==> src/design/clk_synth_cfg_pkg.sv <==
// Package for the clock synthesizer configuration map: offsets, field
// positions, reset values and the decoded setting-set carrier.
// Assumes a single 100 MHz core clock and a two-wire bus on sda/scl pins.
package clk_synth_cfg_pkg;

   // ==========================================================================
   // Register space
   // ==========================================================================
   localparam int REG_COUNT = 80;
   localparam logic [6:0] GENERIC_CONFIGURATION_GROUP = 7'h00;
   localparam logic [6:0] FIRST_PLL_CONFIGURATION_GROUP = 7'h10;
   localparam logic [6:0] SECOND_PLL_CONFIGURATION_GROUP = 7'h20;
   localparam logic [6:0] THIRD_PLL_CONFIGURATION_GROUP = 7'h30;
   localparam logic [6:0] FOURTH_PLL_CONFIGURATION_GROUP = 7'h40;
   localparam logic [6:0] ID_BYTE_OFFSET = 7'h00;
   localparam logic [6:0] DEV_ADDR_OFFSET = 7'h01;
   localparam logic [6:0] SINGLE_OUT_OFFSET = 7'h04;
   // Within each PLL group: spread bytes at +0..+2, frequency at +3, pair at +5.
   localparam logic [6:0] SPREAD_REL_OFFSET = 7'h00;
   localparam logic [6:0] FREQ_REL_OFFSET = 7'h03;
   localparam logic [6:0] PAIR_REL_OFFSET = 7'h05;
   localparam int SPREAD_BYTES = 3;
   localparam int DEV_ADDR_LSB = 0;
   localparam int DEV_ADDR_MSB = 1;

   // ==========================================================================
   // Command code and bus timing
   // ==========================================================================
   localparam int CMD_BYTE_MODE_BIT = 7;
   localparam int SCL_MAX_KHZ = 400;
   localparam int CORE_CLK_KHZ = 100_000;
   localparam int SCL_MIN_PERIOD_CYCLES = CORE_CLK_KHZ / SCL_MAX_KHZ;

   // ==========================================================================
   // Reset values: set 0 parks outputs off, set 1 enables them.
   // ==========================================================================
   localparam logic [7:0] OUT_SELECT_RESET = 8'h02;
   localparam logic [7:0] PLAIN_RESET = 8'h00;

   typedef struct packed {
      logic [2:0] active_set;
      logic single_output_select;
      logic pll_a_freq_select;
      logic pll_b_freq_select;
      logic pll_c_freq_select;
      logic pll_d_freq_select;
      logic [2:0] pll_a_spread_select;
      logic [2:0] pll_b_spread_select;
      logic [2:0] pll_c_spread_select;
      logic [2:0] pll_d_spread_select;
      logic pll_a_pair_select;
      logic pll_b_pair_select;
      logic pll_c_pair_select;
      logic pll_d_pair_select;
   } set_fields_t;

endpackage

==> src/design/clock_synth_control_select_map.sv <==
// Configuration register map and control-pin setting selection.
// Assumes sda/scl open-drain pins with pull-ups, and a strap that says
// whether the dual-function pins act as bus or as control pins.
//
// Functional notes
// Byte zero holds identity; read only here.
// Master should not overwrite byte zero.
// Master keeps serial clock at 400 kHz.
// Offsets decode into five configuration groups.
// Eight control setting sets are held.
// Control pins form a binary set index.
// Set: output, frequency, spread, pair fields.
// Output 04h; first PLL at 10h-15h.
// Other PLLs at 20h, 30h, 40h.
// All settings writable over the serial bus.
// Command bit 7 picks byte mode; offset.
// Bus pins count as zero in index.
`timescale 1ns/10ps
module clock_synth_control_select_map
   import clk_synth_cfg_pkg::*;
#(
   // Arbitrary neutral identity byte.
   parameter logic [7:0] ID_BYTE = 8'h5A,
   // Arbitrary upper bits of the bus address; the low two come from byte 01h.
   parameter logic [4:0] BUS_ADDR_HI = 5'h19
) (
   input wire logic core_clk,
   input wire logic srst,
   input wire logic pins_as_control,
   input wire logic ctl_pin_lsb,
   input wire logic scl_in,
   input wire logic sda_in,
   output logic sda_out,
   output logic sda_oe,
   output set_fields_t fields
);

   // ==========================================================================
   // Pin conditioning
   // ==========================================================================
   logic lsb_f;
   logic scl_f;
   logic sda_f;
   logic scl_prev;
   logic sda_prev;

   pin_sync #(.WIDTH(3), .RESET_LEVEL(3'b110)) u_sync (
      .core_clk(core_clk),
      .srst(srst),
      .pin({scl_in, sda_in, ctl_pin_lsb}),
      .level({scl_f, sda_f, lsb_f})
   );

   always_ff @(posedge core_clk) begin
      if (srst) begin
         scl_prev <= 1'b1;
         sda_prev <= 1'b1;
      end else begin
         scl_prev <= scl_f;
         sda_prev <= sda_f;
      end
   end

   // Bus events are ignored entirely while the pins serve as control inputs.
   wire bus_on = ~pins_as_control;
   wire start_ev = bus_on & scl_f & scl_prev & sda_prev & ~sda_f;
   wire stop_ev = bus_on & scl_f & scl_prev & ~sda_prev & sda_f;
   wire rise_ev = bus_on & scl_f & ~scl_prev;
   wire fall_ev = bus_on & ~scl_f & scl_prev;

   // ==========================================================================
   // Register storage
   // ==========================================================================
   logic [7:0] regs [0:REG_COUNT-1];

   function automatic logic [7:0] reset_value(input int idx);
      logic [6:0] off;
      off = 7'(idx);
      // Output selects enable the outputs in set 1 and park them in set 0.
      if (off == SINGLE_OUT_OFFSET || (off[6:4] != 3'h0 && off[3:0] == PAIR_REL_OFFSET[3:0])) begin
         return OUT_SELECT_RESET;
      end
      return PLAIN_RESET;
   endfunction

   // Read decode: byte zero returns identity, unmapped offsets read zero.
   // The stored byte comes in as an argument so that the read path follows
   // register writes; a body that read the array itself would hide it from
   // the continuous assignment that calls this function.
   function automatic logic [7:0] read_byte(input logic [6:0] off, input logic [7:0] stored);
      if (off == ID_BYTE_OFFSET) begin
         return ID_BYTE;
      end
      if (int'(off) >= REG_COUNT) begin
         return 8'h00;
      end
      return stored;
   endfunction

   // ==========================================================================
   // Serial slave state
   // ==========================================================================
   typedef enum logic [3:0] {
      st_idle, st_addr, st_addr_ack, st_cmd, st_cmd_ack,
      st_wr, st_wr_ack, st_rd, st_rd_ack
   } bus_state_t;

   bus_state_t state;
   bus_state_t next_state;
   logic [3:0] bit_cnt;
   logic [7:0] shreg;
   logic [6:0] ptr;
   logic byte_mode;
   logic byte_used;
   logic [7:0] next_shreg;

   wire byte_done = (bit_cnt == 4'd8);
   wire [6:0] my_addr = {BUS_ADDR_HI, regs[DEV_ADDR_OFFSET][DEV_ADDR_MSB:DEV_ADDR_LSB]};
   wire addr_hit = (shreg[7:1] == my_addr);
   wire is_read = shreg[0];
   // Only one data byte is taken in byte mode; block mode streams on.
   wire data_ok = ~(byte_mode & byte_used);
   // Identity byte and unmapped offsets are protected from writes.
   wire wr_legal = (ptr != ID_BYTE_OFFSET) && (int'(ptr) < REG_COUNT);
   wire do_write = (state == st_wr) & fall_ev & byte_done & data_ok & wr_legal;
   wire [7:0] rd_now = read_byte(ptr, regs[ptr]);
   wire [6:0] ptr_inc = ptr + 7'd1;

   // Next state on SCL falls, where the slave may change SDA.
   always_comb begin
      next_state = state;
      unique case (state)
         st_idle: next_state = st_idle;
         st_addr: begin
            if (byte_done) begin
               next_state = addr_hit ? st_addr_ack : st_idle;
            end
         end
         st_addr_ack: next_state = is_read ? st_rd : st_cmd;
         st_cmd: begin
            if (byte_done) begin
               next_state = st_cmd_ack;
            end
         end
         st_cmd_ack: next_state = st_wr;
         st_wr: begin
            if (byte_done) begin
               next_state = data_ok ? st_wr_ack : st_idle;
            end
         end
         st_wr_ack: next_state = st_wr;
         st_rd: begin
            if (byte_done) begin
               next_state = st_rd_ack;
            end
         end
         st_rd_ack: next_state = st_rd;
      endcase
   end

   // Shift register: receive on rise, or shift out the next read bit on fall.
   assign next_shreg = (state == st_rd) ? {shreg[6:0], 1'b0} : shreg;

   // Bus control sequencing; start and stop win over any bit activity.
   always_ff @(posedge core_clk) begin
      if (srst) begin
         state <= st_idle;
         bit_cnt <= 4'd0;
         shreg <= 8'h00;
         ptr <= 7'h00;
         byte_mode <= 1'b0;
         byte_used <= 1'b0;
         sda_oe <= 1'b0;
      end else if (pins_as_control || stop_ev) begin
         state <= st_idle;
         sda_oe <= 1'b0;
      end else if (start_ev) begin
         state <= st_addr;
         bit_cnt <= 4'd0;
         sda_oe <= 1'b0;
      end else if (rise_ev) begin
         if (state == st_rd_ack) begin
            // A master NACK ends the read; the bus waits for stop or restart.
            if (sda_f) begin
               state <= st_idle;
            end
         end else if (state != st_idle && !byte_done) begin
            if (state != st_rd) begin
               shreg <= {shreg[6:0], sda_f};
            end
            bit_cnt <= bit_cnt + 4'd1;
         end
      end else if (fall_ev && state != st_idle) begin
         state <= next_state;
         unique case (state)
            st_cmd: begin
               if (byte_done) begin
                  byte_mode <= shreg[CMD_BYTE_MODE_BIT];
                  ptr <= shreg[6:0];
                  byte_used <= 1'b0;
               end
            end
            st_wr: begin
               if (byte_done && data_ok) begin
                  byte_used <= 1'b1;
                  if (!byte_mode) begin
                     ptr <= ptr_inc;
                  end
               end
            end
            st_rd: begin
               if (byte_done && !byte_mode) begin
                  ptr <= ptr_inc;
               end
            end
            default: begin
            end
         endcase
         // Drive ack, load read data or release SDA for the coming bit.
         if (next_state == st_addr_ack || next_state == st_cmd_ack
             || next_state == st_wr_ack) begin
            sda_oe <= 1'b1;
         end else if (state == st_addr_ack && is_read) begin
            // The count starts at zero so all eight rises pass before the ack slot.
            shreg <= {rd_now[6:0], 1'b0};
            sda_oe <= ~rd_now[7];
            bit_cnt <= 4'd0;
         end else if (state == st_rd_ack) begin
            shreg <= {rd_now[6:0], 1'b0};
            sda_oe <= ~rd_now[7];
            bit_cnt <= 4'd0;
         end else if (state == st_rd && !byte_done) begin
            shreg <= next_shreg;
            sda_oe <= ~shreg[7];
         end else begin
            sda_oe <= 1'b0;
            if (state == st_addr_ack || state == st_cmd_ack || state == st_wr_ack) begin
               bit_cnt <= 4'd0;
            end
         end
      end
   end

   // Open-drain data pin: the slave only ever pulls low.
   always_ff @(posedge core_clk) begin
      if (srst) begin
         sda_out <= 1'b0;
      end else begin
         sda_out <= 1'b0;
      end
   end

   // Register writes take effect at once; the loop restores factory values.
   always_ff @(posedge core_clk) begin
      if (srst) begin
         for (int i = 0; i < REG_COUNT; i++) begin
            regs[i] <= reset_value(i);
         end
      end else if (do_write) begin
         regs[ptr] <= shreg;
      end
   end

   // ==========================================================================
   // Setting-set selection
   // ==========================================================================
   logic [2:0] set_index;
   logic [3:0] freq_sel;
   logic [3:0] pair_sel;
   logic [3:0][2:0] spread_sel;
   set_fields_t next_fields;

   // While the dual pins carry the bus they read as zero in the index.
   assign set_index = pins_as_control ? {scl_f, sda_f, lsb_f} : {2'b00, lsb_f};

   // One bit per set in each select byte, so eight sets share a byte.
   genvar g;
   generate
      for (g = 0; g < 4; g++) begin : g_pll
         localparam logic [6:0] BASE = FIRST_PLL_CONFIGURATION_GROUP + 7'(16 * g);
         assign freq_sel[g] = regs[BASE + FREQ_REL_OFFSET][set_index];
         assign pair_sel[g] = regs[BASE + PAIR_REL_OFFSET][set_index];
         for (genvar b = 0; b < SPREAD_BYTES; b++) begin : g_spread
            assign spread_sel[g][b] = regs[BASE + SPREAD_REL_OFFSET + 7'(b)][set_index];
         end
      end
   endgenerate

   // Gather the active set; all eight stay stored and any can be picked.
   always_comb begin
      next_fields.active_set = set_index;
      next_fields.single_output_select = regs[SINGLE_OUT_OFFSET][set_index];
      next_fields.pll_a_freq_select = freq_sel[0];
      next_fields.pll_b_freq_select = freq_sel[1];
      next_fields.pll_c_freq_select = freq_sel[2];
      next_fields.pll_d_freq_select = freq_sel[3];
      next_fields.pll_a_spread_select = spread_sel[0];
      next_fields.pll_b_spread_select = spread_sel[1];
      next_fields.pll_c_spread_select = spread_sel[2];
      next_fields.pll_d_spread_select = spread_sel[3];
      next_fields.pll_a_pair_select = pair_sel[0];
      next_fields.pll_b_pair_select = pair_sel[1];
      next_fields.pll_c_pair_select = pair_sel[2];
      next_fields.pll_d_pair_select = pair_sel[3];
   end

   // Registered so downstream PLL controls never see decode glitches.
   always_ff @(posedge core_clk) begin
      if (srst) begin
         fields <= '0;
      end else begin
         fields <= next_fields;
      end
   end

endmodule // clock_synth_control_select_map

==> src/design/pin_sync.sv <==
// Three-stage pin synchroniser with agreement filter.
// Assumes pins are asynchronous to core_clk.
`timescale 1ns/10ps
module pin_sync
   import clk_synth_cfg_pkg::*;
#(
   parameter int WIDTH = 3,
   parameter logic [WIDTH-1:0] RESET_LEVEL = '1
) (
   input wire logic core_clk,
   input wire logic srst,
   input wire logic [WIDTH-1:0] pin,
   output logic [WIDTH-1:0] level
);

   // A bank without a single bit has nothing to carry.
   if (WIDTH < 1) begin : g_bad_width
      $error("pin_sync WIDTH must be at least one");
   end

   // ==========================================================================
   // Synchroniser chain
   // ==========================================================================
   logic [WIDTH-1:0] meta;
   logic [WIDTH-1:0] stage2;
   logic [WIDTH-1:0] stage3;
   logic [WIDTH-1:0] agree;

   // Only stage2 reads meta; the filter looks at stages two and three alone.
   always_ff @(posedge core_clk) begin
      if (srst) begin
         meta <= RESET_LEVEL;
         stage2 <= RESET_LEVEL;
         stage3 <= RESET_LEVEL;
      end else begin
         meta <= pin;
         stage2 <= meta;
         stage3 <= stage2;
      end
   end

   // A bit moves only once two stages agree, which rejects one-cycle glitches.
   assign agree = ~(stage2 ^ stage3);

   always_ff @(posedge core_clk) begin
      if (srst) begin
         level <= RESET_LEVEL;
      end else begin
         level <= (agree & stage3) | (~agree & level);
      end
   end

endmodule // pin_sync

==> config.mk <==
export PLATFORM = sky130hd
export DESIGN_NAME = clock_synth_control_select_map
export DESIGN_NICKNAME = d
export VERILOG_FILES = /design/src/design/clk_synth_cfg_pkg.sv /design/src/design/clock_synth_control_select_map.sv /design/src/design/pin_sync.sv
export SDC_FILE = /design/constraint.sdc
export NUM_CORES = 1
export LEC_CHECK = 0
export ABC_AREA = 0
export BUFFER_PORTS_ARGS = -buffer_cell sky130_fd_sc_hd__buf_2
export CAP_MARGIN = 20
export CORE_MARGIN = 2
export CORE_UTILIZATION = 40
export CTS_CLUSTER_SIZE = 25
export DETAILED_ROUTE_END_ITERATION = 6
export SLEW_MARGIN = 10
export SYNTH_ARGS = -nofsm -noshare
export SYNTH_HDL_FRONTEND = slang
export SYNTH_SLANG_ARGS = --single-unit
==> constraint.sdc <==
create_clock -name core_clk -period 3.4 [get_ports core_clk]
set_input_delay 0.17 -clock core_clk [delete_from_list [all_inputs] [get_ports core_clk]]
set_output_delay 0.17 -clock core_clk [all_outputs]
set_load 0.05 [all_outputs]
-- Word-level counts from Yosys, hierarchy flattened
Memories as Yosys holds them, arrays and structs flattened. A register that Yosys moved wholly into a read port is not among the register bits.
Index checks and enable logic that the tools add are counted.
Widths: inputs -> output; s select.
- add/sub/neg operators: 2
- $lt $le $gt $ge: 3
- equal/unequal tests: 30
- mux-type cells: 108
- bitwise logic cells: 31
- reductions and logical operators: 37
- operator list (kind ; number):
    $mux 8 ; 16
    $mux 4 ; 18
    $bmux 1 s3 ; 21
    $mux 7 ; 7
    $mux 1 ; 38
    $pmux 4 s8 ; 1
    $eq 4x3->1 const B ; 6
    $pmux 7 s3 ; 1
    $reduce_and 9->1 ; 2
    $and 1x1->1 ; 14
    $reduce_and 7->1 ; 2
    $eq 4x2->1 const B ; 3
    $reduce_bool 4->1 ; 3
    $not 1->1 ; 11
    $ne 2x1->1 const B ; 5
    $ne 2x2->1 const B ; 5
    $mux 3 ; 3
    $ne 3x2->1 const B ; 3
    $eq 4x4->1 const B ; 2
    $reduce_or 8->1 ; 1
    $add 7x1->7 const B ; 1
    $eq 7x7->1 ; 1
    $ge 7x7->1 const B ; 1
    $logic_and 1x1->1 ; 7
    26 further kinds ; 39
- flip-flop bits (word level): 64
- bits in writable memories: 640
- input bits: 6
- output and inout bits: 26
- word-level logic and storage cells: 240
- memories kept: 1
- memory list (memory ; depth ; width ; rd ports ; clocked after memory_dff ; wr ports ; RTL line ; RTL):
    regs ; 80 ; 8 ; 23 ; 1 ; 80 ; clock_synth_control_select_map.sv:74 ; logic [7:0] regs [0:REG_COUNT-1];

-- Longest topological paths before layout
Gate-level depths: netlist (run 1).
- depth in word-level cells: 12
- mapped depth: 13
- mapped depth without buffers: 9

-- Cells and area by module
Synthesis (run 1) repeated with hierarchy kept, for this count alone.
- cell total of the unflattened synthesis: 3006
- area, all modules: 48353.9 µm²
- modules (own cells, without submodules) (module ; times used ; cells an instance ; area an instance (µm²) ; sequential area each (µm²)):
    clock_synth_control_select_map ; 1 ; 2975 ; 47997.3 ; 31930.6
    pin_sync ; 1 ; 31 ; 356.6 ; 240.2

-- Worst setup path after synthesis (run 1)
Ideal clock, no wire load.
- path kind: reg-to-reg
- start point: register ptr[0]
- end point: memory regs[12][0], enable pin
- setup time: 384 ps
- data arrival time: 2802 ps
- slack: 214 ps
- cell stages (with the launch flop): 13
- cells stage by stage: dfxtp_1 clkbuf_1 inv_1 ha_1 nor2b_1 a21boi_1 and4_1 buf_2 and2_1 buf_2 nand2_1 clkbuf_1 o21ai_0
- RTL lines (element ; RTL line ; RTL):
    start, declared ; clock_synth_control_select_map.sv:112 ; logic [6:0] ptr;
    start signal, assigned ; clock_synth_control_select_map.sv:199 ; ptr <= shreg[6:0];
    start signal, assigned ; clock_synth_control_select_map.sv:207 ; ptr <= ptr_inc;
    start signal, assigned ; clock_synth_control_select_map.sv:213 ; ptr <= ptr_inc;
    end, declared ; clock_synth_control_select_map.sv:74 ;

==> flow_summary.yaml, run 1 <==
status:
  status: "complete, no violations"
power:
  ir_worst_vdd_mv: 0.501
  power_density_mw_per_mm2: 508
  p_leak_nw: 19.6
detailed_routing:
  wire_per_inst_um: 23.2
  drc: 0
  drtIter0Drc: 2762
  vias: 27500
  drt-pass1-iter-count: 6
  via_per_inst: 5.24
  antenna_left: 0
  finalWirelength_um: 122000
placed_design:
  portBuffers: 30
  dp_cells: 5032
  pre_cts_ws_ns: -0.144
  hpwl_um: 77700
  gp_congestion: 0.877
timing:
  skew_ns: 0.0435
  max-slew-margin-rel: 0.242
  setup_viol: 0
  fmax_ghz: 0.310
  worstMarginPinSlew_ns: 1.14
  rsz0062_at_grt: "false"
  drv_slew: 0
  hold_violations: 0
  fin_crit_ns: 3.22
  fin_crit_sh: 0.948
  finalWorstSetupSlack_ns: 0.177
clock_network:
  post_cts_buffers: 0
  cts.sinks: 1095
  root_buffer: "clkbuf_16"
  cts_max_path_buffers: 3
  cts_tree: "yes"
  cts-htree-levels: 3
  cts_buffers: 118
  clk_latency_ns: 0.72
  path_clk_slew_ns: 0.06
grt:
  grt_pass1_wl_um: 182000
  grt_antenna_before_repair: 2
  grt_most_used_layer: "met2"
  grt_util_met3: 0.0358
  gr-total-overflow: 0
  use_met2: 0.312
  grt_pass1_vias: 27500
  grt_max_degree: 94
  use_met1: 0.276
  track_usage: 0.196
die:
  die_y_um: 352
  dieWidth_um: 352
  die_area_mm2: 0.124
  initial_utilization: 0.403
  io_pins: 32
  core_region_area_mm2: 0.120
  rows: 127
finish:
  areaGrowthSynthToFinish_pct: 17.5
  layout-drive-gt1-share: 0.215
  layout.cells.non_filler: 5253
  final_nets: 3554
  antennaDiodeCount: 0
synth:
  synth_edf_count: 1024
  avgSynthCellArea_um2: 16.2
  async_reset_ff_frac: 0
  synth_top_area_share: 0.635
  synth_warnings: 0
  ys_top_cells_by_area: "edfxtp_1 (63%), mux4_2 (13%), and2_1 (8.3%)"
  syn_inst: 3000
  synth_common_cells: "edfxtp_1 (1024), and2_1 (641), mux4_2 (290), clkbuf_1 (148), nor2_1 (119)"
  yosys_register_bits: 1095
  netlist_area_mm2: 0.0485
  synth-seq-area-share: 0.664
  synth_area_leader_cell: "edfxtp_1"
  ys.flop_type: "edfxtp_1"
  yosysMostFrequentCell: "edfxtp_1"
  ys_types: 65
flow_run:
  drv_cap: 0
hold_path:
  hold_depth: 3
  hold_class: "primary input to register"
setup_path:
  rr_worst_depth: 8
  startpoint_type: "register"
  criticalPathCategory: "register to register"
  endpoint_kind: "register"
  crit_fanout: 19
  crit_arrival_ns: 3.79
  reg2reg_slack_ns: 0.18
  crit_required_ns: 3.97
final cells by class:
| cell class | instances | area (um2) |
|---|---|---|
| clock buffer | 153 | 3260 |
| clock inverter | 64 | 522 |
| fill | 10400 | 63200 |
| inverter | 12 | 45.0 |
| multi-input combinational | 2049 | 16700 |
| sequential | 1095 | 32200 |
| tap | 1612 | 2020 |
| timing repair buffer | 268 | 2220 |
power by group:
group / leakage [nW] / switching [mW] / internal [mW] / total (mW)
Combinational: 7.16 / 0.581 / 0.396 / 0.977
Sequential: 10.6 / 0.212 / 15.3 / 15.5
Clock: 1.85 / 5.27 / 7.24 / 12.5
Total: 19.6 / 6.07 / 22.9 / 29.0
worst max-delay path, stage by stage (launching register included):
cell and delay (ns):
dfxtp_4 0.73, buf_12 0.26, buf_4 0.15, mux4_2 0.48, mux2_2 0.28, a2111oi_0 0.68
nor4_1 0.12, a211oi_1 0.27, o22ai_1 0.10
logic make-up after synthesis:
family / count (synthesis) / synth area share
DFF: 1095 / 0.664
and+or+nand+nor: 954 / 0.113
muxes: 411 / 0.160
AOI/OAI and AO/OA: 291 / 0.0383
buffers and inverters: 240 / 0.0224
adders and majority gates: 4 / 0.00103
xor gates and xnor gates: 4 / 0.000723
other: 1 / 0.0000774
through the flow:
step	hold slack [ns]	setup TNS, ns	power (mW)	cell area [um2]	util
2_1_floorplan	0.274	0	16.3	49900	-
3_3_place_gp	0.357	-0.313	16.7	53100	0.442
3_5_place_dp	0.358	-0.144	16.7	53100	0.442
4_1_cts	0.0566	0	29.2	56900	0.474
5_1_grt	0.0919	0	29.9	57000	0.474
6_report	0.107	0	29.0	57000	0.474
state kept, by name (all words and copies together) (netlist names), named ones only:
name           cells
sda_oe             1
sda_prev           1
u_sync.meta        3
shreg              8
scl_prev           1
u_sync.stage2      3
ptr                7
byte_mode          1
u_sync.stage3      3
byte_used          1
fields            24
state              4
bit_cnt            4
regs            1024
worst paths after layout:
kind,start,to
worst max register to register,register,shreg[7]$_SDFFE_PP0P_
worst min-delay path,srst,bit_cnt[1]$_SDFFE_PP0P_
worst max-delay path,register,shreg[7]$_SDFFE_PP0P_
worst min register to register,u_sync.meta[1]$_SDFF_PP1_,u_sync.stage2[1]$_SDFF_PP1_
what timing repair did:
action / 4_1_cts / 5_1_grt
cloned: 0 / 0
gates resized for setup: 1 / 2
setup endpoints to repair: 1 / 2
hold endpoints to repair: 4 / 0
hold buffers: 4 / 0
layer usage:
layer  share of wire  wire [um]  vias to the layer above
li1                -          -                    12300
met1            0.43      52900                    14200
met2            0.47      57000                      938
met3           0.072       8780                      195
met4           0.025       3080                        0
met5               0          0                        -
cell usage in the layout (no fill, tap or decap), types with 32 or more instances in the layout:
| cell | instances |
|---|---|
| and2_1 | 640 |
| nor2_1 | 119 |
| conb_1 | 385 |
| buf_4 | 211 |
| edfxtp_1 | 1024 |
| mux2i_1 | 104 |
| nand2_1 | 68 |
| dfxtp_1 | 57 |
| mux4_2 | 290 |
| o22ai_1 | 42 |
| a21oi_1 | 32 |
| clkbuf_16 | 120 |
| o21ai_0 | 108 |
Power figures use the tool's default switching activity.
==> inputs of run 2 (changes only) <==
GPL_ROUTABILITY_DRIVEN = 1   (was unset)
RECOVER_POWER = 100   (was unset)
==> run 2 against run 1 <==
Effect of this change:
- critical endpoint is now shreg[5]$_SDFFE_PP0P_
- final cell count did not move
- non-clock buffer count stayed put
- sequential power is essentially flat
- hold slack got worse by 0.0039 ns
- first-iteration DRC count decreased by 3.6%
- highest routed layer unchanged
- largest cell class unchanged
- final area down 0.86%
- the run now ends with design-rule violations, max-capacitance violations, max-slew violations left
- combinational power decreased by 4.8%
- utilization fell by 0.41 points
- clock skew decreased by 0.0047 ns
- global-route usage is the same
- wire length about the same
==> flow_summary.yaml, run 2 (synthesized netlist as in run 1, its figures left out) <==
timing:
  fin_crit_sh: 0.953
  worstMarginPinSlew_ns: 2.36
  fmax_ghz: 0.309
  finalWorstSetupSlack_ns: 0.160
  max-slew-margin-rel: -0.576
  fin_crit_ns: 3.24
  hold_violations: 0
  finalSetupTns_ns: 0
  setup_viol: 0
  drv_slew: 444
  rsz0062_at_grt: "false"
  skew_ns: 0.0389
setup_path:
  crit_chain: "buf_6 -> buf_12 -> mux4_2 -> mux4_2 -> a211oi_1 -> buf_4 -> a31oi_1 -> a211oi_1 -> o22ai_1"
  endpoint_kind: "register"
  crit_required_ns: 3.96
  crit_buf_inv: 3
  startpoint_type: "register"
  max_stage_delay_ns: 0.72
  crit_arrival_ns: 3.80
  cp_top_family: "multiplexers"
  rr_worst_depth: 9
  criticalPathCategory: "register to register"
  crit_slowest_cell: "dfxtp_4"
  r2r_end: "shreg[5]$_SDFFE_PP0P_"
  reg2reg_slack_ns: 0.16
  crit_fanout: 19
die:
  io_pins: 32
  dieWidth_um: 352
  die_area_mm2: 0.124
  initial_utilization: 0.403
  rows: 127
  die_y_um: 352
  core_region_area_mm2: 0.120
finish:
  final_nets: 3554
  areaGrowthSynthToFinish_pct: 16.5
  layout.cells.non_filler: 5253
  regMostFlops: "regs"
  layout_commonest_cell: "edfxtp_1"
  antennaDiodeCount: 0
  top_regs: "regs: 1024 flops, fields: 24 flops, shreg: 8 flops"
  fin_util: 0.470
  layout-drive-gt1-share: 0.185
  largest_register_ff_count: 1024
  final_cell_mix: "edfxtp_1 (1024), conb_1 (385), and2_0 (336)"
clock_network:
  cts.sinks: 1095
  cts_max_path_buffers: 3
  post_cts_buffers: 0
  clk_latency_ns: 0.72
  cts_tree: "yes"
  root_buffer: "clkbuf_16"
  cts-htree-levels: 3
  cts_buffers: 118
  path_clk_slew_ns: 0.06
power:
  p_sw_frac: 0.210
  p_sw_mw: 6.06
  ir_worst_vdd_mv: 0.505
  pwr-share-seq: 0.535
  comb_power_share: 0.032
  p_leak_nw: 18.9
  p_int_mw: 22.8
  power_density_mw_per_mm2: 512
  clock_power_share: 0.433
detailed_routing:
  vias: 27600
  drtIter0Drc: 2662
  drc: 2
  antenna_left: 0
  wire_per_inst_um: 23.2
  via_per_inst: 5.26
  finalWirelength_um: 122000
  drt-pass1-iter-count: 7
hold_path:
  min_to: "bit_cnt[1]$_SDFFE_PP0P_"
  hold_class: "primary input to register"
  hold_start: "srst"
  hold_depth: 3
grt:
  grt_pass1_wl_um: 182000
  grt_antenna_before_repair: 2
  grt_max_degree: 94
  gr-total-overflow: 0
  grt_pass1_vias: 27500
  grt_most_used_layer: "met2"
  use_met2: 0.312
  grt_util_met3: 0.0358
  use_met1: 0.276
  track_usage: 0.196
placed_design:
  gp_congestion: 0.877
  hpwl_um: 77700
  dp_cells: 5032
  portBuffers: 30
  pre_cts_ws_ns: -0.144
status:
  status: "finished, violations left"
  violations: "design-rule violations, max-capacitance violations, max-slew violations"
flow_run:
  drv_cap: 9
-- run 2: cell count changes in the layout (fill, tap and decap cells not counted), moves of 2 or more --
cell,previous run,this run
clkbuf_1,20,114
and2_0,2,336
dfxtp_1,57,64
clkbuf_4,0,2
buf_4,211,93
nor2_2,4,0
buf_12,22,19
and2_1,640,307
buf_2,30,5
nor2_1,119,123
clkbuf_2,0,48
dfxtp_4,13,5
-- run 2: final cells by class --
type,count,area [um2]
sequential,1095,32200
multi-input combinational,2049,16700
clock inverter,64,522
fill,10500,63700
tap,1612,2020
timing repair buffer,268,1780
inverter,12,45.0
clock buffer,153,3260
-- run 2: worst register-to-register path, cell delays in order, from the launching register on --
cell	delay [ns]
dfxtp_4	0.72
buf_6	0.28
buf_12	0.15
mux4_2	0.48
mux4_2	0.50
a211oi_1	0.28
buf_4	0.18
a31oi_1	0.11
a211oi_1	0.32
o22ai_1	0.10
-- run 2: stage by stage --
stage	hold WS (ns)	area (um2)	total power, mW
after floorplan	0.274	49900	16.3
after global placement	0.357	53100	16.7
after detailed placement	0.358	53100	16.7
after CTS	0.0566	56900	29.2
after global routing	0.0931	56500	29.8
final	0.103	56500	28.9
-- run 2: power groups by stage --
| stage | Clock (mW) | Sequential, mW | Combinational (mW) |
|---|---|---|---|
| after global placement | 0 | 15.7 | 0.962 |
| after floorplan | 0 | 15.7 | 0.545 |
| after global routing | 13.3 | 15.5 | 1.00 |
| after detailed placement | 0 | 15.7 | 0.965 |
| final | 12.5 | 15.5 | 0.930 |
| after CTS | 12.8 | 15.5 | 0.971 |
-- run 2: repair_timing --
item	in CTS	in global routing
setup endpoints to repair	1	2
hold buffers	4	0
hold endpoints to repair	4	0
resized for setup	1	2
-- run 2: layer usage --
layer	up-vias	routed length, um
met5	-	0
met2	975	57100
li1	12300	-
met1	14200	52500
met3	195	9040
met4	0	3210
-- run 2: worst max path at each step --
| stage | cells past startpoint | endpoint | start |
|---|---|---|---|
| after CTS | 8 | sda_oe$_SDFFE_PP0P_ | register |
| final | 9 | shreg[5]$_SDFFE_PP0P_ | register |
| after global placement | 7 | shreg[5]$_SDFFE_PP0P_ | register |
| after floorplan | 12 | regs[12][0]$_SDFFCE_PN0P_ | ptr[0]$_SDFFE_PP0P_ |
| after global routing | 5 | shreg[2]$_SDFFE_PP0P_ | shreg[1]$_SDFFE_PP0P_ |
| after detailed placement | 8 | sda_oe$_SDFFE_PP0P_ | register |
